### src/common/ssr_params.svh
// constants for the serial shadow ram command port
`ifndef SSR_PARAMS_SVH
`define SSR_PARAMS_SVH

// ----------------------------------------
// clock and timing
// ----------------------------------------
`define SSR_CLK_PERIOD_NS  25
`define SSR_STORE_TIME_MS  5
`define SSR_RECALL_TIME_US 2
`define SSR_PUR_TIME_US    200
`define SSR_STORE_CYC  ((`SSR_STORE_TIME_MS * 1000000) / `SSR_CLK_PERIOD_NS)
`define SSR_RECALL_CYC ((`SSR_RECALL_TIME_US * 1000) / `SSR_CLK_PERIOD_NS)
`define SSR_PUR_CYC    ((`SSR_PUR_TIME_US * 1000) / `SSR_CLK_PERIOD_NS)
`define SSR_TIMER_W    18

// ----------------------------------------
// geometry and instruction fields
// ----------------------------------------
`define SSR_WORDS      16
`define SSR_WORD_BITS  16
`define SSR_INSTR_BITS 8
`define SSR_START_BIT  7
`define SSR_ADDR_MSB   6
`define SSR_ADDR_LSB   3
`define SSR_OP_MSB     2

// ----------------------------------------
// reset values
// ----------------------------------------
`define SSR_LATCH_RST  1'b0
`define SSR_CS_RST     1'b1
`define SSR_RCL_RST    1'b1

`endif

### src/common/ssr_pkg.sv
// types of the serial shadow ram command port
`include "ssr_params.svh"

package ssr_pkg;

  // ----------------------------------------
  // operation codes, low three instruction bits
  // ----------------------------------------
  typedef enum logic [2:0] {
    DISABLE_WRITE_CMD = 3'h0,
    STORE_CMD         = 3'h1,
    ENABLE_SAVE_CMD   = 3'h2,
    WRITE_CMD         = 3'h3,
    ENABLE_WRITE_CMD  = 3'h4,
    RELOAD_CMD        = 3'h5,
    READ_CMD          = 3'h6,
    READ_ALT_CMD      = 3'h7
  } ssr_op_type;

  // ----------------------------------------
  // serial frame states, gray for idle-cmd-wdata, rdata-hold and rdata-idle steps
  // ----------------------------------------
  typedef enum logic [2:0] {
    SER_IDLE  = 3'h0,
    SER_CMD   = 3'h1,
    SER_WDATA = 3'h3,
    SER_RDATA = 3'h2,
    SER_HOLD  = 3'h6
  } ssr_ser_type;

  // ----------------------------------------
  // transfer sequencer states
  // ----------------------------------------
  typedef enum logic [1:0] {
    NV_POWERUP = 2'h0,
    NV_IDLE    = 2'h1,
    NV_RECALL  = 2'h3,
    NV_STORE   = 2'h2
  } ssr_nv_type;

  typedef logic [`SSR_WORDS-1:0][`SSR_WORD_BITS-1:0] ssr_array_type;

  // ----------------------------------------
  // whole state of the command port
  // ----------------------------------------
  typedef struct packed {
    logic                    cs_s1;
    logic                    cs_s2;
    logic                    cs_s3;
    logic                    sck_s1;
    logic                    sck_s2;
    logic                    sck_s3;
    logic                    si_s1;
    logic                    si_s2;
    logic                    rcl_s1;
    logic                    rcl_s2;
    logic                    rcl_s3;
    logic                    low_s1;
    logic                    low_s2;
    logic                    low_s3;
    ssr_ser_type             ser_state;
    ssr_nv_type              nv_state;
    logic [7:0]              shreg;
    logic [2:0]              bitcnt;
    logic [3:0]              addr;
    logic [15:0]             wdata;
    logic [4:0]              wcnt;
    logic [15:0]             rword;
    logic [4:0]              rcnt;
    logic                    so;
    logic                    so_oe;
    logic                    as_oe;
    logic                    wen;
    logic                    prev;
    logic                    save_en;
    logic                    busy;
    logic                    nv_we;
    logic [`SSR_TIMER_W-1:0] timer;
    ssr_array_type           ram;
  } ssr_state_type;

endpackage

### src/verilog/ssr_core.sv
// serial shadow ram command port: decoder, latches, ram, transfers
//
// Behaviour
// - chip select high: standby, instruction register cleared
// - instruction shifted msb first on rising clock
// - bit7 one, bits6-3 address, bits2-0 operation
// - bits ignored until first one arrives
// - stopped serial clock pauses shifting in place
// - write-enable latch set/cleared, gates writes, store commands
// - power-up clears write-enable and save-enable latches
// - save-enable latch arms store on supply low
// - reload command or recall pin recalls, sets latch
// - power-up recall leaves previous-recall latch clear
// - store command needs write-enable and previous-recall latches
// - store blocks everything, then clears write-enable
// - store within 5 ms, recall within 2 us
// - write: address instruction then sixteen data bits
// - early deselect still writes received bits
// - bits beyond twenty-four overwrite the data word
// - read data valid during ninth clock
// - read data changes on falling clock
// - data output floats except during read data
// - commands ignored during power-up recall
// - store timed from eighth clock of instruction
`timescale 1ns/100ps
`include "ssr_params.svh"

module ssr_core #(
  parameter logic [`SSR_TIMER_W-1:0] STORE_CYCLES =
    `SSR_TIMER_W'(`SSR_STORE_CYC),
  parameter logic [`SSR_TIMER_W-1:0] PUR_CYCLES   =
    `SSR_TIMER_W'(`SSR_PUR_CYC)
) (
  input  wire logic SYS_CLK_I,
  input  wire logic NRST_I,
  input  wire logic CS_N_I,
  input  wire logic SCK_I,
  input  wire logic SI_I,
  input  wire logic RECALL_N_I,
  input  wire logic SUPPLY_LOW_I,
  output logic      SO_O,
  output logic      SO_OE_O,
  output logic      SUPPLY_LOW_OUT_N_O,
  output logic      SUPPLY_LOW_OUT_N_OE_O,
  output logic      BUSY_O,
  output logic      WRITE_EN_O,
  output logic      PREV_RECALL_O,
  output logic      SAVE_EN_O
);

  import ssr_pkg::*;

  // ----------------------------------------
  // timing constants
  // ----------------------------------------
  // recall length fixed, store and power-up set per instance
  localparam logic [`SSR_TIMER_W-1:0] RECALL_CYCLES =
    `SSR_TIMER_W'(`SSR_RECALL_CYC);
  localparam logic [`SSR_TIMER_W-1:0] TIMER_ONE = `SSR_TIMER_W'(1);

  // registered state and its next value
  ssr_state_type st;
  ssr_state_type next_st;
  ssr_array_type nv_rdata;

  // ----------------------------------------
  // nonvolatile array
  // ----------------------------------------
  ssr_nv_array #(
    .WORDS (`SSR_WORDS),
    .BITS  (`SSR_WORD_BITS)
  ) u_nv (
    .clk_i   (SYS_CLK_I),
    .we_i    (st.nv_we),
    .wdata_i (st.ram),
    .rdata_o (nv_rdata)
  );

  // ----------------------------------------
  // derived events from synchronised pins
  // ----------------------------------------
  logic sck_rise;
  logic sck_fall;
  logic cs_rise;
  logic rcl_fall;
  logic low_rise;
  logic blocked;

  // edges read only second and third stages
  // pin stages reset to the idle pin levels, so no
  // false edge follows reset
  assign sck_rise = st.sck_s2 & ~st.sck_s3;
  assign sck_fall = ~st.sck_s2 & st.sck_s3;
  assign cs_rise  = st.cs_s2 & ~st.cs_s3;
  assign rcl_fall = ~st.rcl_s2 & st.rcl_s3;
  assign low_rise = st.low_s2 & ~st.low_s3;

  // serial port shut out during power-up recall and store
  assign blocked = (st.nv_state == NV_POWERUP) ||
                   (st.nv_state == NV_STORE);

  // ----------------------------------------
  // next state
  // ----------------------------------------
  always_comb begin
    logic [7:0] instr;
    logic [3:0] waddr;
    instr   = {st.shreg[6:0], st.si_s2};
    waddr   = st.addr;
    next_st = st;

    // two-stage synchronisers plus edge stage, none for si
    next_st.cs_s1  = CS_N_I;
    next_st.cs_s2  = st.cs_s1;
    next_st.cs_s3  = st.cs_s2;
    next_st.sck_s1 = SCK_I;
    next_st.sck_s2 = st.sck_s1;
    next_st.sck_s3 = st.sck_s2;
    next_st.si_s1  = SI_I;
    next_st.si_s2  = st.si_s1;
    next_st.rcl_s1 = RECALL_N_I;
    next_st.rcl_s2 = st.rcl_s1;
    next_st.rcl_s3 = st.rcl_s2;
    next_st.low_s1 = SUPPLY_LOW_I;
    next_st.low_s2 = st.low_s1;
    next_st.low_s3 = st.low_s2;
    next_st.nv_we  = 1'b0;

    // open-drain supply-low pin follows the detector
    next_st.as_oe = st.low_s2;

    // ----------------------------------------
    // transfer sequencer
    // ----------------------------------------
    case (st.nv_state)
      // power-up recall, commands shut out meanwhile
      NV_POWERUP: begin
        next_st.ram = nv_rdata;
        if (st.timer == '0) begin
          next_st.nv_state = NV_IDLE;
        end else begin
          next_st.timer = st.timer - TIMER_ONE;
        end
      end

      // recall already copied, only the busy time runs
      NV_RECALL: begin
        if (st.timer == '0) begin
          next_st.nv_state = NV_IDLE;
        end else begin
          next_st.timer = st.timer - TIMER_ONE;
        end
      end

      // store: array write strobe set on the last cycle, the copy lands one cycle later
      NV_STORE: begin
        if (st.timer == '0) begin
          next_st.nv_we    = 1'b1;
          next_st.wen      = 1'b0;
          next_st.nv_state = NV_IDLE;
        end else begin
          next_st.timer = st.timer - TIMER_ONE;
        end
      end

      // idle: power-loss save wins over a recall pin edge
      default: begin
        if (low_rise && st.save_en) begin
          next_st.nv_state = NV_STORE;
          next_st.timer    = STORE_CYCLES - TIMER_ONE;
        end else if (rcl_fall) begin
          next_st.ram      = nv_rdata;
          next_st.prev     = 1'b1;
          next_st.nv_state = NV_RECALL;
          next_st.timer    = RECALL_CYCLES - TIMER_ONE;
        end
      end
    endcase

    // ----------------------------------------
    // serial frame handling
    // ----------------------------------------
    if (st.cs_s2) begin
      // deselect: commit a partial or full write word
      if (cs_rise && st.ser_state == SER_WDATA && st.wen &&
          !blocked) begin
        next_st.ram[waddr] = st.wdata;
      end
      next_st.ser_state = SER_IDLE;
      next_st.shreg     = 8'h00;
      next_st.bitcnt    = 3'h0;
      next_st.so_oe     = 1'b0;
    end else if (blocked) begin
      next_st.ser_state = SER_HOLD;
      next_st.so_oe     = 1'b0;
    end else begin
      // no edge, no change: a stopped clock just waits
      case (st.ser_state)
        // hunt for the start bit, zeros dropped
        SER_IDLE: begin
          if (sck_rise && st.si_s2) begin
            next_st.shreg     = 8'h01;
            next_st.bitcnt    = 3'h1;
            next_st.ser_state = SER_CMD;
          end
        end

        // remaining seven instruction bits, then decode
        SER_CMD: begin
          if (sck_rise) begin
            next_st.shreg  = instr;
            next_st.bitcnt = st.bitcnt + 3'h1;
            if (st.bitcnt == 3'h7) begin
              next_st.addr      = instr[`SSR_ADDR_MSB:`SSR_ADDR_LSB];
              next_st.ser_state = SER_HOLD;
              case (ssr_op_type'(instr[`SSR_OP_MSB:0]))
                // clear the write-enable latch
                DISABLE_WRITE_CMD: begin
                  next_st.wen = 1'b0;
                end

                // store only with both latches set
                STORE_CMD: begin
                  if (st.wen && st.prev &&
                      st.nv_state == NV_IDLE) begin
                    next_st.nv_state = NV_STORE;
                    next_st.timer    = STORE_CYCLES - TIMER_ONE;
                  end
                end

                // arm the power-loss save
                ENABLE_SAVE_CMD: begin
                  next_st.save_en = 1'b1;
                end

                // start collecting the data word
                WRITE_CMD: begin
                  next_st.wdata     = 16'h0000;
                  next_st.wcnt      = 5'h00;
                  next_st.ser_state = SER_WDATA;
                end

                // set the write-enable latch
                ENABLE_WRITE_CMD: begin
                  next_st.wen = 1'b1;
                end

                // software recall, port stays open
                RELOAD_CMD: begin
                  next_st.ram      = nv_rdata;
                  next_st.prev     = 1'b1;
                  next_st.nv_state = NV_RECALL;
                  next_st.timer    = RECALL_CYCLES - TIMER_ONE;
                end
                default: begin
                  // read: last instruction bit ignored
                  next_st.rword     = st.ram[instr[6:3]];
                  next_st.rcnt      = 5'h00;
                  next_st.ser_state = SER_RDATA;
                end
              endcase
            end
          end
        end

        // data word, committed only at deselect
        SER_WDATA: begin
          if (sck_rise) begin
            // keeps shifting past sixteen bits
            next_st.wdata = {st.wdata[14:0], st.si_s2};
            if (st.wcnt != 5'h10) begin
              next_st.wcnt = st.wcnt + 5'h01;
            end
          end
        end

        // read word out on falling clock edges
        SER_RDATA: begin
          if (sck_fall) begin
            if (st.rcnt != 5'h10) begin
              next_st.so    = st.rword[15];
              next_st.so_oe = 1'b1;
              next_st.rword = {st.rword[14:0], 1'b0};
              next_st.rcnt  = st.rcnt + 5'h01;
            end else begin
              next_st.so_oe     = 1'b0;
              next_st.ser_state = SER_HOLD;
            end
          end
        end

        default: begin
          // wait for deselect before the next command
          next_st.ser_state = SER_HOLD;
        end
      endcase
    end

    // busy follows the sequencer state being entered
    next_st.busy = (next_st.nv_state != NV_IDLE);
  end

  // ----------------------------------------
  // state register
  // ----------------------------------------
  always_ff @(posedge SYS_CLK_I or negedge NRST_I) begin
    if (!NRST_I) begin
      // clear all, then the select and recall pin stages, states, timer, busy and latches
      st           <= '0;
      st.cs_s1     <= `SSR_CS_RST;
      st.cs_s2     <= `SSR_CS_RST;
      st.cs_s3     <= `SSR_CS_RST;
      st.rcl_s1    <= `SSR_RCL_RST;
      st.rcl_s2    <= `SSR_RCL_RST;
      st.rcl_s3    <= `SSR_RCL_RST;
      st.ser_state <= SER_IDLE;
      st.nv_state  <= NV_POWERUP;
      st.timer     <= PUR_CYCLES - TIMER_ONE;
      st.busy      <= 1'b1;
      st.wen       <= `SSR_LATCH_RST;
      st.save_en   <= `SSR_LATCH_RST;
      st.prev      <= `SSR_LATCH_RST;
    end else begin
      st <= next_st;
    end
  end

  // ----------------------------------------
  // outputs, all but the constant supply-low value from state flops
  // ----------------------------------------
  assign SO_O                  = st.so;
  assign SO_OE_O               = st.so_oe;

  // open-drain pin: value low, the enable pulls it
  assign SUPPLY_LOW_OUT_N_O    = 1'b0;
  assign SUPPLY_LOW_OUT_N_OE_O = st.as_oe;

  // latch and busy flags for the host side
  assign BUSY_O                = st.busy;
  assign WRITE_EN_O            = st.wen;
  assign PREV_RECALL_O         = st.prev;
  assign SAVE_EN_O             = st.save_en;

endmodule

### src/verilog/ssr_nv_array.sv
// nonvolatile shadow array, kept across the logic reset
`timescale 1ns/100ps

module ssr_nv_array #(
  parameter int WORDS = 16,
  parameter int BITS  = 16
) (
  input  wire logic                       clk_i,
  input  wire logic                       we_i,
  input  wire logic [WORDS-1:0][BITS-1:0] wdata_i,
  output logic      [WORDS-1:0][BITS-1:0] rdata_o
);

  logic [WORDS-1:0][BITS-1:0] cells;

  // ----------------------------------------
  // whole-array copy, no reset so contents survive
  // ----------------------------------------
  always_ff @(posedge clk_i) begin
    if (we_i) begin
      cells <= wdata_i;
    end
  end

  assign rdata_o = cells;

endmodule

### config.mk
export PLATFORM = sky130hd
export DESIGN_NAME = ssr_core
export DESIGN_NICKNAME = d
export VERILOG_FILES = /design/src/common/ssr_pkg.sv /design/src/verilog/ssr_core.sv /design/src/verilog/ssr_nv_array.sv
export VERILOG_INCLUDE_DIRS = /design/src /design/src/common
export SDC_FILE = /design/constraint.sdc
export NUM_CORES = 1
export LEC_CHECK = 0
export ABC_AREA = 1
export BUFFER_PORTS_ARGS = -buffer_cell sky130_fd_sc_hd__buf_2
export CAP_MARGIN = 40
export CORE_ASPECT_RATIO = 1.75
export CORE_MARGIN = 2
export CORE_UTILIZATION = 50
export CTS_CLUSTER_SIZE = 12
export DETAILED_ROUTE_END_ITERATION = 8
export GPL_ROUTABILITY_DRIVEN = 0
export PLACE_DENSITY = 0.72
export RECOVER_POWER = 50
export SYNTH_ARGS = -nofsm -noshare
export SYNTH_HDL_FRONTEND = slang
export SYNTH_HIERARCHICAL = 1
export SYNTH_SLANG_ARGS = --single-unit
### constraint.sdc
create_clock -name SYS_CLK_I -period 16.6 [get_ports SYS_CLK_I]
set_clock_uncertainty 0.05 [all_clocks]
set_input_delay 2.49 -clock SYS_CLK_I [delete_from_list [all_inputs] [get_ports SYS_CLK_I]]
set_output_delay 2.49 -clock SYS_CLK_I [all_outputs]
set_load 0.01 [all_outputs]
==> Word-level counts from Yosys, hierarchy flattened <==
Index checks and enable logic that the tools add are counted.
{ "totals": {"word_cells": 217, "reg_bits": 612} }
{ "classes": {"n_bitwise": 12, "addsub": 4, "order_cmp": 3, "n_eq_ne": 32, "mux": 71, "reduce_logical": 32} }
{ "op_table": {"columns": ["cell", "count"], "rows": [
  ["2-to-1 mux 274 bit", 5],
  ["2-to-1 mux 256 bit", 4],
  ["case mux 256 bit (2 select lines)", 1],
  ["bitwise mux 256 bit", 1],
  ["2-to-1 mux 18 bit", 5],
  ["case mux 21 bit (2 select lines)", 2],
  ["binary-select mux 16 bit (select 4 bit)", 1],
  ["demux 16 bit (select 4 bit)", 1],
  ["2-to-1 mux 21 bit", 3],
  ["2-to-1 mux 62 bit", 1],
  ["2-to-1 mux 60 bit", 1],
  ["2-to-1 mux 46 bit", 1],
  ["case mux 18 bit (2 select lines)", 1],
  ["2-to-1 mux 16 bit", 2],
  ["2-to-1 mux 3 bit", 10],
  ["2-to-1 mux 23 bit", 1],
  ["2-to-1 mux 22 bit", 1],
  ["case mux 11 bit (2 select lines)", 1],
  ["inequality test 4 bit (second input constant)", 5],
  ["zero test 18 bit", 1],
  ["subtractor 18 x 1 -> 18 bit (second input constant)", 1],
  ["2-to-1 mux 2 bit", 8],
  ["AND reduction 8 bit", 2],
  ["inequality test 2 bit (second input constant)", 7],
  ["other kinds (39)", 88]
]} }

==> Depth between registers and ports, before layout <==
Gate-level depths: netlist of run 1.
{ "depth": {"depth_word": 13, "depth_mapped": 12, "ltp_nobuf": 12} }

==> By module <==
The synthesis of run 1 kept the hierarchy.
{ "by_module_without_submodules": {"columns": ["module", "instances", "area_each_um2", "seq_area_each_um2", "cells_per_inst"], "rows": [
  ["ssr_core", 1, 24368.4, 8780.9, 3830],
  ["ssr_nv_array", 1, 7687.4, 7687.4, 256]
]} }

==> Worst setup path before layout of run 1 <==
No wires, ideal clock.
{ "synth_path": {"kind": "register to register", "from": "reg st[274] in the netlist's numbering", "to": "reg u_nv.cells, in the netlist u_nv/rdata_o[0], enable pin", "synth_period_minus_slack_ps": 6152, "required_ps": 15931, "path_stages_with_launch": 1, "arrival_ps": 5483, "path_slack_ps": 10448, "path_buffers": 0, "cell_sequence": "dfrtp_1"} }
{ "synth_rtl": {"columns": ["item", "line_no", "rtl"], "rows": [
  ["start: declaration", "ssr_core.sv:62", "ssr_state_type st;"],
  ["start signal: assignment", "ssr_core.sv:324", "st <= next_st;"],
  ["end signal: assignment", "ssr_nv_array.sv:21", "cells <= wdata_i;"],
  ["end: declaration", "ssr_nv_array.sv:14", "logic [WORDS-1:0][BITS-1:0] cells;"]
]} }
No word-level cell between the ends.

==> Worst setup path after layout of run 1 <==
{ "layout_path": {"from": "reg st[274] in the netlist's numbering", "to": "reg u_nv.cells, in the netlist u_nv/rdata_o[188], enable pin"} }
No word-level cell between the ends.

==> metrics.md, run 1 <==
| Metric | Value |
|---|---|
| PostCTS Resize Cnt | `0` |
| DRC Markers | `0` |
| Critical R2R Launch | `st[274]` |
| Clock power share | `29.2%` |
| Fillers | `5772` |
| Initial Utilization | `50.6%` |
| Hold/Removal Path Class | `reg -> reg` |
| Initial antenna violation count | `0` |
| Avg WL per Cell | `19.2 µm` |
| Internal Power | `0.00295 W` |
| Final instance area | `0.0342 mm²` |
| R2R depth | `6` |
| All-Layer GR Usage | `27.9%` |
| CP Cell Sequence | `clkbuf_1 -> clkbuf_1 -> clkbuf_1 -> clkbuf_1 -> buf_12 -> buf_4` |
| Combinational share of power | `20.9%` |
| Hold-critical path depth | `0` |
| Cell count after synthesis | `4086` |
| Max-cap violations | `10` |
| Post-DP HPWL | `53.5 mm` |
| Failing checks | `capacitance limit, slew limit` |
| Vias per cell | `5.83` |
| Net Sw Power | `0.00137 W` |
| Hold Path End | `st[350]` |
| XOR/XNOR Fraction of Synth Area | `0.219%` |
| Clk sinks | `606` |
| Post CTS Setup Buffer Count | `0` |
| Total wire length | `92.3 mm` |
| Number of synthesized register bits | `606` |
| Max-slew violation count | `500` |
| Pre-Repair DR Iteration Count | `5` |
| Syn_nets | `4098` |
| Synth Area in Simple Gates | `20.7%` |
| Worst Hold Launch | `next_st[350]` |
| Crit path max-delay cell type | `clkbuf_1` |
| Synth Cell Area | `0.0321 mm²` |
| Worst path buffer plus inverter count | `6` |
| Most frequent cells in the layout | `812 x nand2_1, 662 x nor2_1, 524 x o21ai_0` |
| CTS Hold Buffers Added | `0` |
| Endpoint type of the worst setup path | `flip-flop` |
| Vias in the first global route | `27007` |
| Nature of the critical path startpoint | `flip-flop` |
| Worst path most repeated cell | `clkbuf_1` |
| Fmax | `106 MHz` |
| Most common cell after layout, fill and taps aside | `nand2_1` |
| RSZ-0062 raised after global routing | `false` |
| Nets | `3960` |
| Slew headroom | `-222%` |
| Clock Path Buffers | `3` |
| Reg2reg setup slack | `7.14 ns` |
| Core area | `0.0633 mm²` |
| Top Family by Delay on Critical Path | `buffers and inverters` |
| Async set-reset flop share out of synthesis | `57.8%` |
| Remaining global-route overflow | `0` |
| Flop pwr share | `49.9%` |
| Clk_lat worst skew | `0.63 ns` |
| Pwr Total | `0.00431 W` |
| Largest family of logic cells by synthesized area | `simple AND/OR/NAND/NOR gates` |
| Area added between synthesis and finish | `6.71%` |
| Multi-input gate area | `0.0129 mm²` |
| Total Die Area | `0.0662 mm²` |
| Antenna-violating nets left | `0` |
| H-tree Lvls | `2` |
| Sequential cell area | `0.0165 mm²` |
| Sequential cell area fraction in the yosys report | `51.4%` |
| Synth Area in Compound Gates | `19.0%` |
| DRT iter0 DRCs | `2909` |
| Root buffer selected by CTS | `clkbuf_16` |
| CP Data Required Time | `16.79 ns` |
| Post-synthesis adder-cell area fraction | `0.195%` |
| I/O Buffers | `13` |
| CTS Buf Count | `58` |
| Main synth FF type | `dfrtp_1` |
| FF-to-FF End | `u_nv/rdata_o[188]` |
| CP Class | `reg -> reg` |
| Final Setup Violations | `0` |
| Peak VDD IR | `94.6 µV` |
| Minimum clock period | `9.46 ns` |
| Reg clk slew, reported paths | `0.06 ns` |
| Post-synth EDFFs | `256` |
| Width of the die | `195 µm` |
| Synth warn | `6` |
| Synth Area per Inst | `7.85 µm²` |
| Worst Tran Pin Value | `4.80 ns` |
| Row count | `122` |
| CP max FO | `57` |
| IO Count | `15` |
| Period utilisation layout | `57.0%` |
| Largest net degree at the start of global routing | `164` |
| Global-route wire length before repair | `147 mm` |
| Worst Path Arrival | `9.65 ns` |
| Status | `complete, but fails checks` |
| Sw frac | `31.7%` |
| CTS tree | `built` |
| Setup TNS | `0 ns` |
| DR vias | `27986` |
| Hold Vio Cnt, Final | `0` |
| Layout cells sized above 1 | `4.65%` |
| PwrDens | `126 mW/mm²` |
| Pleak | `16.0 nW` |
| ANT cells | `0` |
| Worst path max stage delay | `2.27 ns` |
| Synth cell types | `41` |
| Mux share of post-synthesis cell area | `0%` |
| Die height | `339 µm` |
| Placed cell area | `0.0326 mm²` |
routing by layer:
metal  GRT usage [%]  wire (µm)  vias up
met5               0          0        -
met4            15.3       5200        0
met3            3.28       6940      293
met2            48.0      45000     1157
met1            34.0      35200    13302
li1                -          -    13234
state kept, by name, summed over array words and instances (netlist names):
register	flops
SUPPLY_LOW_OUT_N_OE_O	1
BUSY_O	1
SO_OE_O	1
SO_O	1
u_nv/rdata_o	256
WRITE_EN_O	1
st	334
SAVE_EN_O	1
next_st	9
PREV_RECALL_O	1
synthesized netlist by cell type, types with 6 or more instances:
library cell    n  area share (%)
a21oi_1       443             6.9
buf_1          19            0.22
buf_2          89             1.4
buf_6          22            0.77
clkbuf_1      134             1.6
clkbuf_2        8            0.12
clkinv_1       21            0.25
dfrtp_1       332              26
dfstp_2        18             1.5
edfxtp_1      256              24
inv_1         346             4.1
inv_2           7           0.082
nand2_1       812             9.5
nand3_1       107             1.7
nand3b_1        6            0.14
nand4_1        39            0.76
nor2_1        663             7.8
nor2_2         13            0.25
o211ai_1      105             2.5
o21ai_0       523             8.2
o21ai_1        70             1.1
xor2_1          7            0.19
worst max-delay path by stage:
| stage | slack, ns | to | startpoint | depth (start not counted) |
|---|---|---|---|---|
| final | 7.14 | u_nv/rdata_o[188] | st[274] | 6 |
| after global routing | 6.64 | u_nv/rdata_o[168] | st[274] | 6 |
| after detailed placement | 11.33 | st[117] | NRST_I | 4 |
| after CTS | 11.97 | st[197] | NRST_I | 4 |
| after global placement | 11.33 | st[30] | NRST_I | 4 |
| after floorplan | 10.45 | u_nv/rdata_o[0] | st[274] | 0 |
cells by family after synthesis:
kind of cell	count (synthesis)
flip-flops	606
adder cells (fa/ha/maj)	5
XOR/XNOR	8
AND/OR/NAND/NOR	1660
AO/OA/AOI/OAI	1156
other	1
buffers and inverters	650
power by group through the flow:
stage          clock network, W  logic, W  registers [W]
2_1_floorplan                 0  0.000716        0.00209
3_3_place_gp                  0  0.000857        0.00216
3_5_place_dp                  0  0.000894        0.00217
4_1_cts                 0.00128  0.000901        0.00215
5_1_grt                 0.00133   0.00105        0.00219
6_report                0.00126  0.000902        0.00215
area by class of cell:
cell class | instances | share of cell area [%]
well taps | 806 | 2.95
clock buffers | 104 | 4.90
clock inverters | 4 | 0.0768
multi-input cells | 2830 | 37.6
repair buffers | 78 | 2.19
inverters | 374 | 4.12
flip-flops and latches | 606 | 48.2
per-stage QoR:
| step | setup slack (ns) | util, % | instances | hold WS, ns |
|---|---|---|---|---|
| 2_1_floorplan | 10.45 | - | 4086 | 0.281 |
| 3_3_place_gp | 11.33 | 50.9 | 4677 | 0.287 |
| 3_5_place_dp | 11.33 | 51.5 | 4694 | 0.285 |
| 4_1_cts | 11.97 | 54.2 | 4802 | 0.305 |
| 5_1_grt | 6.64 | 54.0 | 4802 | 0.313 |
| 6_report | 7.14 | 54.0 | 4802 | 0.301 |
No activity file was read; power rests on OpenSTA's default activity.
==> run 2, diff against run 1 <==
--- a/config.mk
+++ b/config.mk
@@ -6,7 +6,7 @@
 export SDC_FILE = /design/constraint.sdc
 export NUM_CORES = 1
 export LEC_CHECK = 0
-export ABC_AREA = 1
+export ABC_AREA = 0
 export BUFFER_PORTS_ARGS = -buffer_cell sky130_fd_sc_hd__buf_2
 export CAP_MARGIN = 40
 export CORE_ASPECT_RATIO = 1.75
==> constraint.sdc (replaced) <==
create_clock -name SYS_CLK_I -period 9.85 [get_ports SYS_CLK_I]
set_clock_uncertainty 0.05 [all_clocks]
set_input_delay 1.4775 -clock SYS_CLK_I [delete_from_list [all_inputs] [get_ports SYS_CLK_I]]
set_output_delay 1.4775 -clock SYS_CLK_I [all_outputs]
set_load 0.01 [all_outputs]
==> run 2 against run 1 <==
  * The run still ends with capacitance limit, slew limit left
  * Die area is 21% lower
  * First-iteration DRC count decreased by 18%
  * Sequential power increased by 78%
  * Register-to-register slack got worse by 2.2 ns
  * Clock power increased by 60%
  * Via count shrank 38%
  * Largest cell class unchanged
==> metrics.md, run 2 <==
| Metric | Value |
|---|---|
| Status | `complete, but fails checks` |
| Failing checks | `capacitance limit, slew limit` |
| Pre-Repair DR Iteration Count | `6` |
| CP Data Required Time | `9.85 ns` |
| Max-slew violation count | `257` |
| ANT cells | `0` |
| Synth Cell Area | `0.0251 mm²` |
| Top Family by Delay on Critical Path | `buffers and inverters` |
| R2R depth | `1` |
| Total Die Area | `0.0520 mm²` |
| Most frequent cells in the layout | `329 x dfrtp_1, 271 x a221o_1, 269 x nor3_1` |
| Post CTS Setup Buffer Count | `0` |
| Peak VDD IR | `176 µV` |
| Final WS setup | `4.94 ns` |
| Initial Utilization | `50.6%` |
| All-Layer GR Usage | `28.2%` |
| Period utilisation layout | `49.9%` |
| Count leader, synth | `dfrtp_1` |
| Hold Vio Cnt, Final | `0` |
| Most common cell after layout, fill and taps aside | `dfrtp_1` |
| Synth warn | `6` |
| Clk_lat worst skew | `0.59 ns` |
| Worst path max stage delay | `3.61 ns` |
| CP max FO | `189` |
| CP Cell Sequence | `clkbuf_2` |
| Post-synth EDFFs | `256` |
| Area added between synthesis and finish | `11.7%` |
| Clock Path Buffers | `3` |
| RSZ-0062 raised after global routing | `false` |
| Hold/Removal Path Class | `reg -> reg` |
| IO Count | `15` |
| H-tree Lvls | `2` |
| Die height | `300 µm` |
| Antenna-violating nets left | `0` |
| DR vias | `17262` |
| Final instance area | `0.0280 mm²` |
| Remaining global-route overflow | `0` |
| Syn_nets | `1770` |
| Number of synthesized register bits | `606` |
| Placed cell area | `0.0264 mm²` |
| Synth Area per Inst | `14.3 µm²` |
| CTS Buf Count | `56` |
| Sequential cell area fraction in the yosys report | `65.7%` |
| DRT iter0 DRCs | `2379` |
| Reg clk slew, reported paths | `0.06 ns` |
| Root buffer selected by CTS | `clkbuf_16` |
| Largest net degree at the start of global routing | `190` |
| Hold_ws | `0.308 ns` |
| Core area | `0.0496 mm²` |
| Initial antenna violation count | `0` |
| PostCTS Resize Cnt | `0` |
| Clk sinks | `606` |
| Width of the die | `173 µm` |
| Pre-CTS setup slack | `6.33 ns` |
| Nature of the critical path startpoint | `flip-flop` |
| Worst path buffer plus inverter count | `1` |
| Post-DP HPWL | `44.4 mm` |
| Synth cell types | `67` |
| Layout cells sized above 1 | `15.3%` |
| Hold-critical path depth | `0` |
| Reg2reg setup slack | `4.94 ns` |
| CTS Hold Buffers Added | `0` |
| CP Class | `reg -> reg` |
| Slew headroom | `-246%` |
| Async set-reset flop share out of synthesis | `57.8%` |
| Row count | `108` |
| Endpoint type of the worst setup path | `flip-flop` |
| Final Setup Violations | `0` |
| Synth top area share | `33.1%` |
| Most flops, register | `st` |
| Fmax | `204 MHz` |
| Max reg flops | `334` |
| Worst Tran Pin Value | `5.19 ns` |
| Most area-consuming cells after synthesis | `dfrtp_1 33%, edfxtp_1 31%, a221o_1 11%` |
| Cell count after synthesis | `1758` |
| Global-route wire length before repair | `112 mm` |
| Avg WL per Cell | `29.9 µm` |
| CTS tree | `built` |
| Nets | `1755` |
| Setup TNS | `0 ns` |
| Largest area contributor in the netlist | `dfrtp_1` |
| Top cells by count, synth | `332 x dfrtp_1, 271 x a221o_1, 269 x nor3_1, 256 x edfxtp_1, 123 x clkbuf_1` |
| Final core utilization | `56.5%` |
| Vias per cell | `7.05` |
| PwrDens | `260 mW/mm²` |
| I/O Buffers | `13` |
| DRC Markers | `0` |
| Max-cap violations | `2` |
| Crit path max-delay cell type | `clkbuf_2` |
| Cell count along the critical path | `1` |
| Minimum clock period | `4.91 ns` |
| Worst Path Arrival | `4.91 ns` |
| Vias in the first global route | `17951` |
| Pleak | `9.99 nW` |
| Main synth FF type | `dfrtp_1` |
| Total wire length | `73.1 mm` |
run 2: cell types whose count changed after synthesis, sizes merged, moves of 29 or more:
cell	change
nor2	-628
o211ai	-96
nand3	-104
a21oi	-431
buf	-99
o21ai	-562
mux4	+64
nand2	-741
inv	-344
a221o	+271
nand4	-32
a211oi	+29
nor3	+262
run 2: final cells by class:
| cell class | instances | area, µm² |
|---|---|---|
| Fill cell | 3801 | 21600 |
| Sequential cell | 606 | 16500 |
| Multi-Input combinational cell | 985 | 8120 |
| Clock buffer | 102 | 1610 |
| Timing Repair Buffer | 85 | 946 |
| Tap cell | 660 | 826 |
| Inverter | 9 | 33.8 |
run 2: kinds of logic (layout without fill, tap and decap cells):
logic type | count (synthesis) | in the layout | share of synthesized area [%]
mux | 89 | 89 | 6.79
xor+xnor | 7 | 7 | 0.244
other cells | 1 | 1 | 0.0150
simple gates | 478 | 478 | 9.64
compound gates | 405 | 405 | 14.7
fa+ha+maj | 5 | 5 | 0.249
buf+inv | 167 | 196 | 2.65
flops | 606 | 606 | 65.7
run 2: final timing paths:
check,from,endpoint
worst min-delay path,next_st[350],st[350]
min in group asynchronous,NRST_I,st[273]
worst max-delay path,st[274],u_nv/rdata_o[188]
worst max register to register,st[274],u_nv/rdata_o[188]
max in group asynchronous,NRST_I,st[355]
worst min register to register,next_st[350],st[350]
run 2: metrics by stage:
step	cells	power, W
after global routing	2447	0.00752
after floorplan	1758	0.00463
after CTS	2447	0.00727
after global placement	2304	0.00511
after detailed placement	2345	0.00524
final	2447	0.00728
run 2: metal layers:
layer	global-route usage (%)	vias up	share of wire [%]
met5	0	-	0
met4	22.6	0	8.9
met3	4.34	264	7.9
met2	46.3	1089	49
met1	33.3	8842	34
li1	-	7067	-
run 2: power breakdown:
group | internal (W) | switching (W)
Combinational | 0.000768 | 0.000668
Sequential | 0.00333 | 0.000500
Clock | 0.00109 | 0.000935
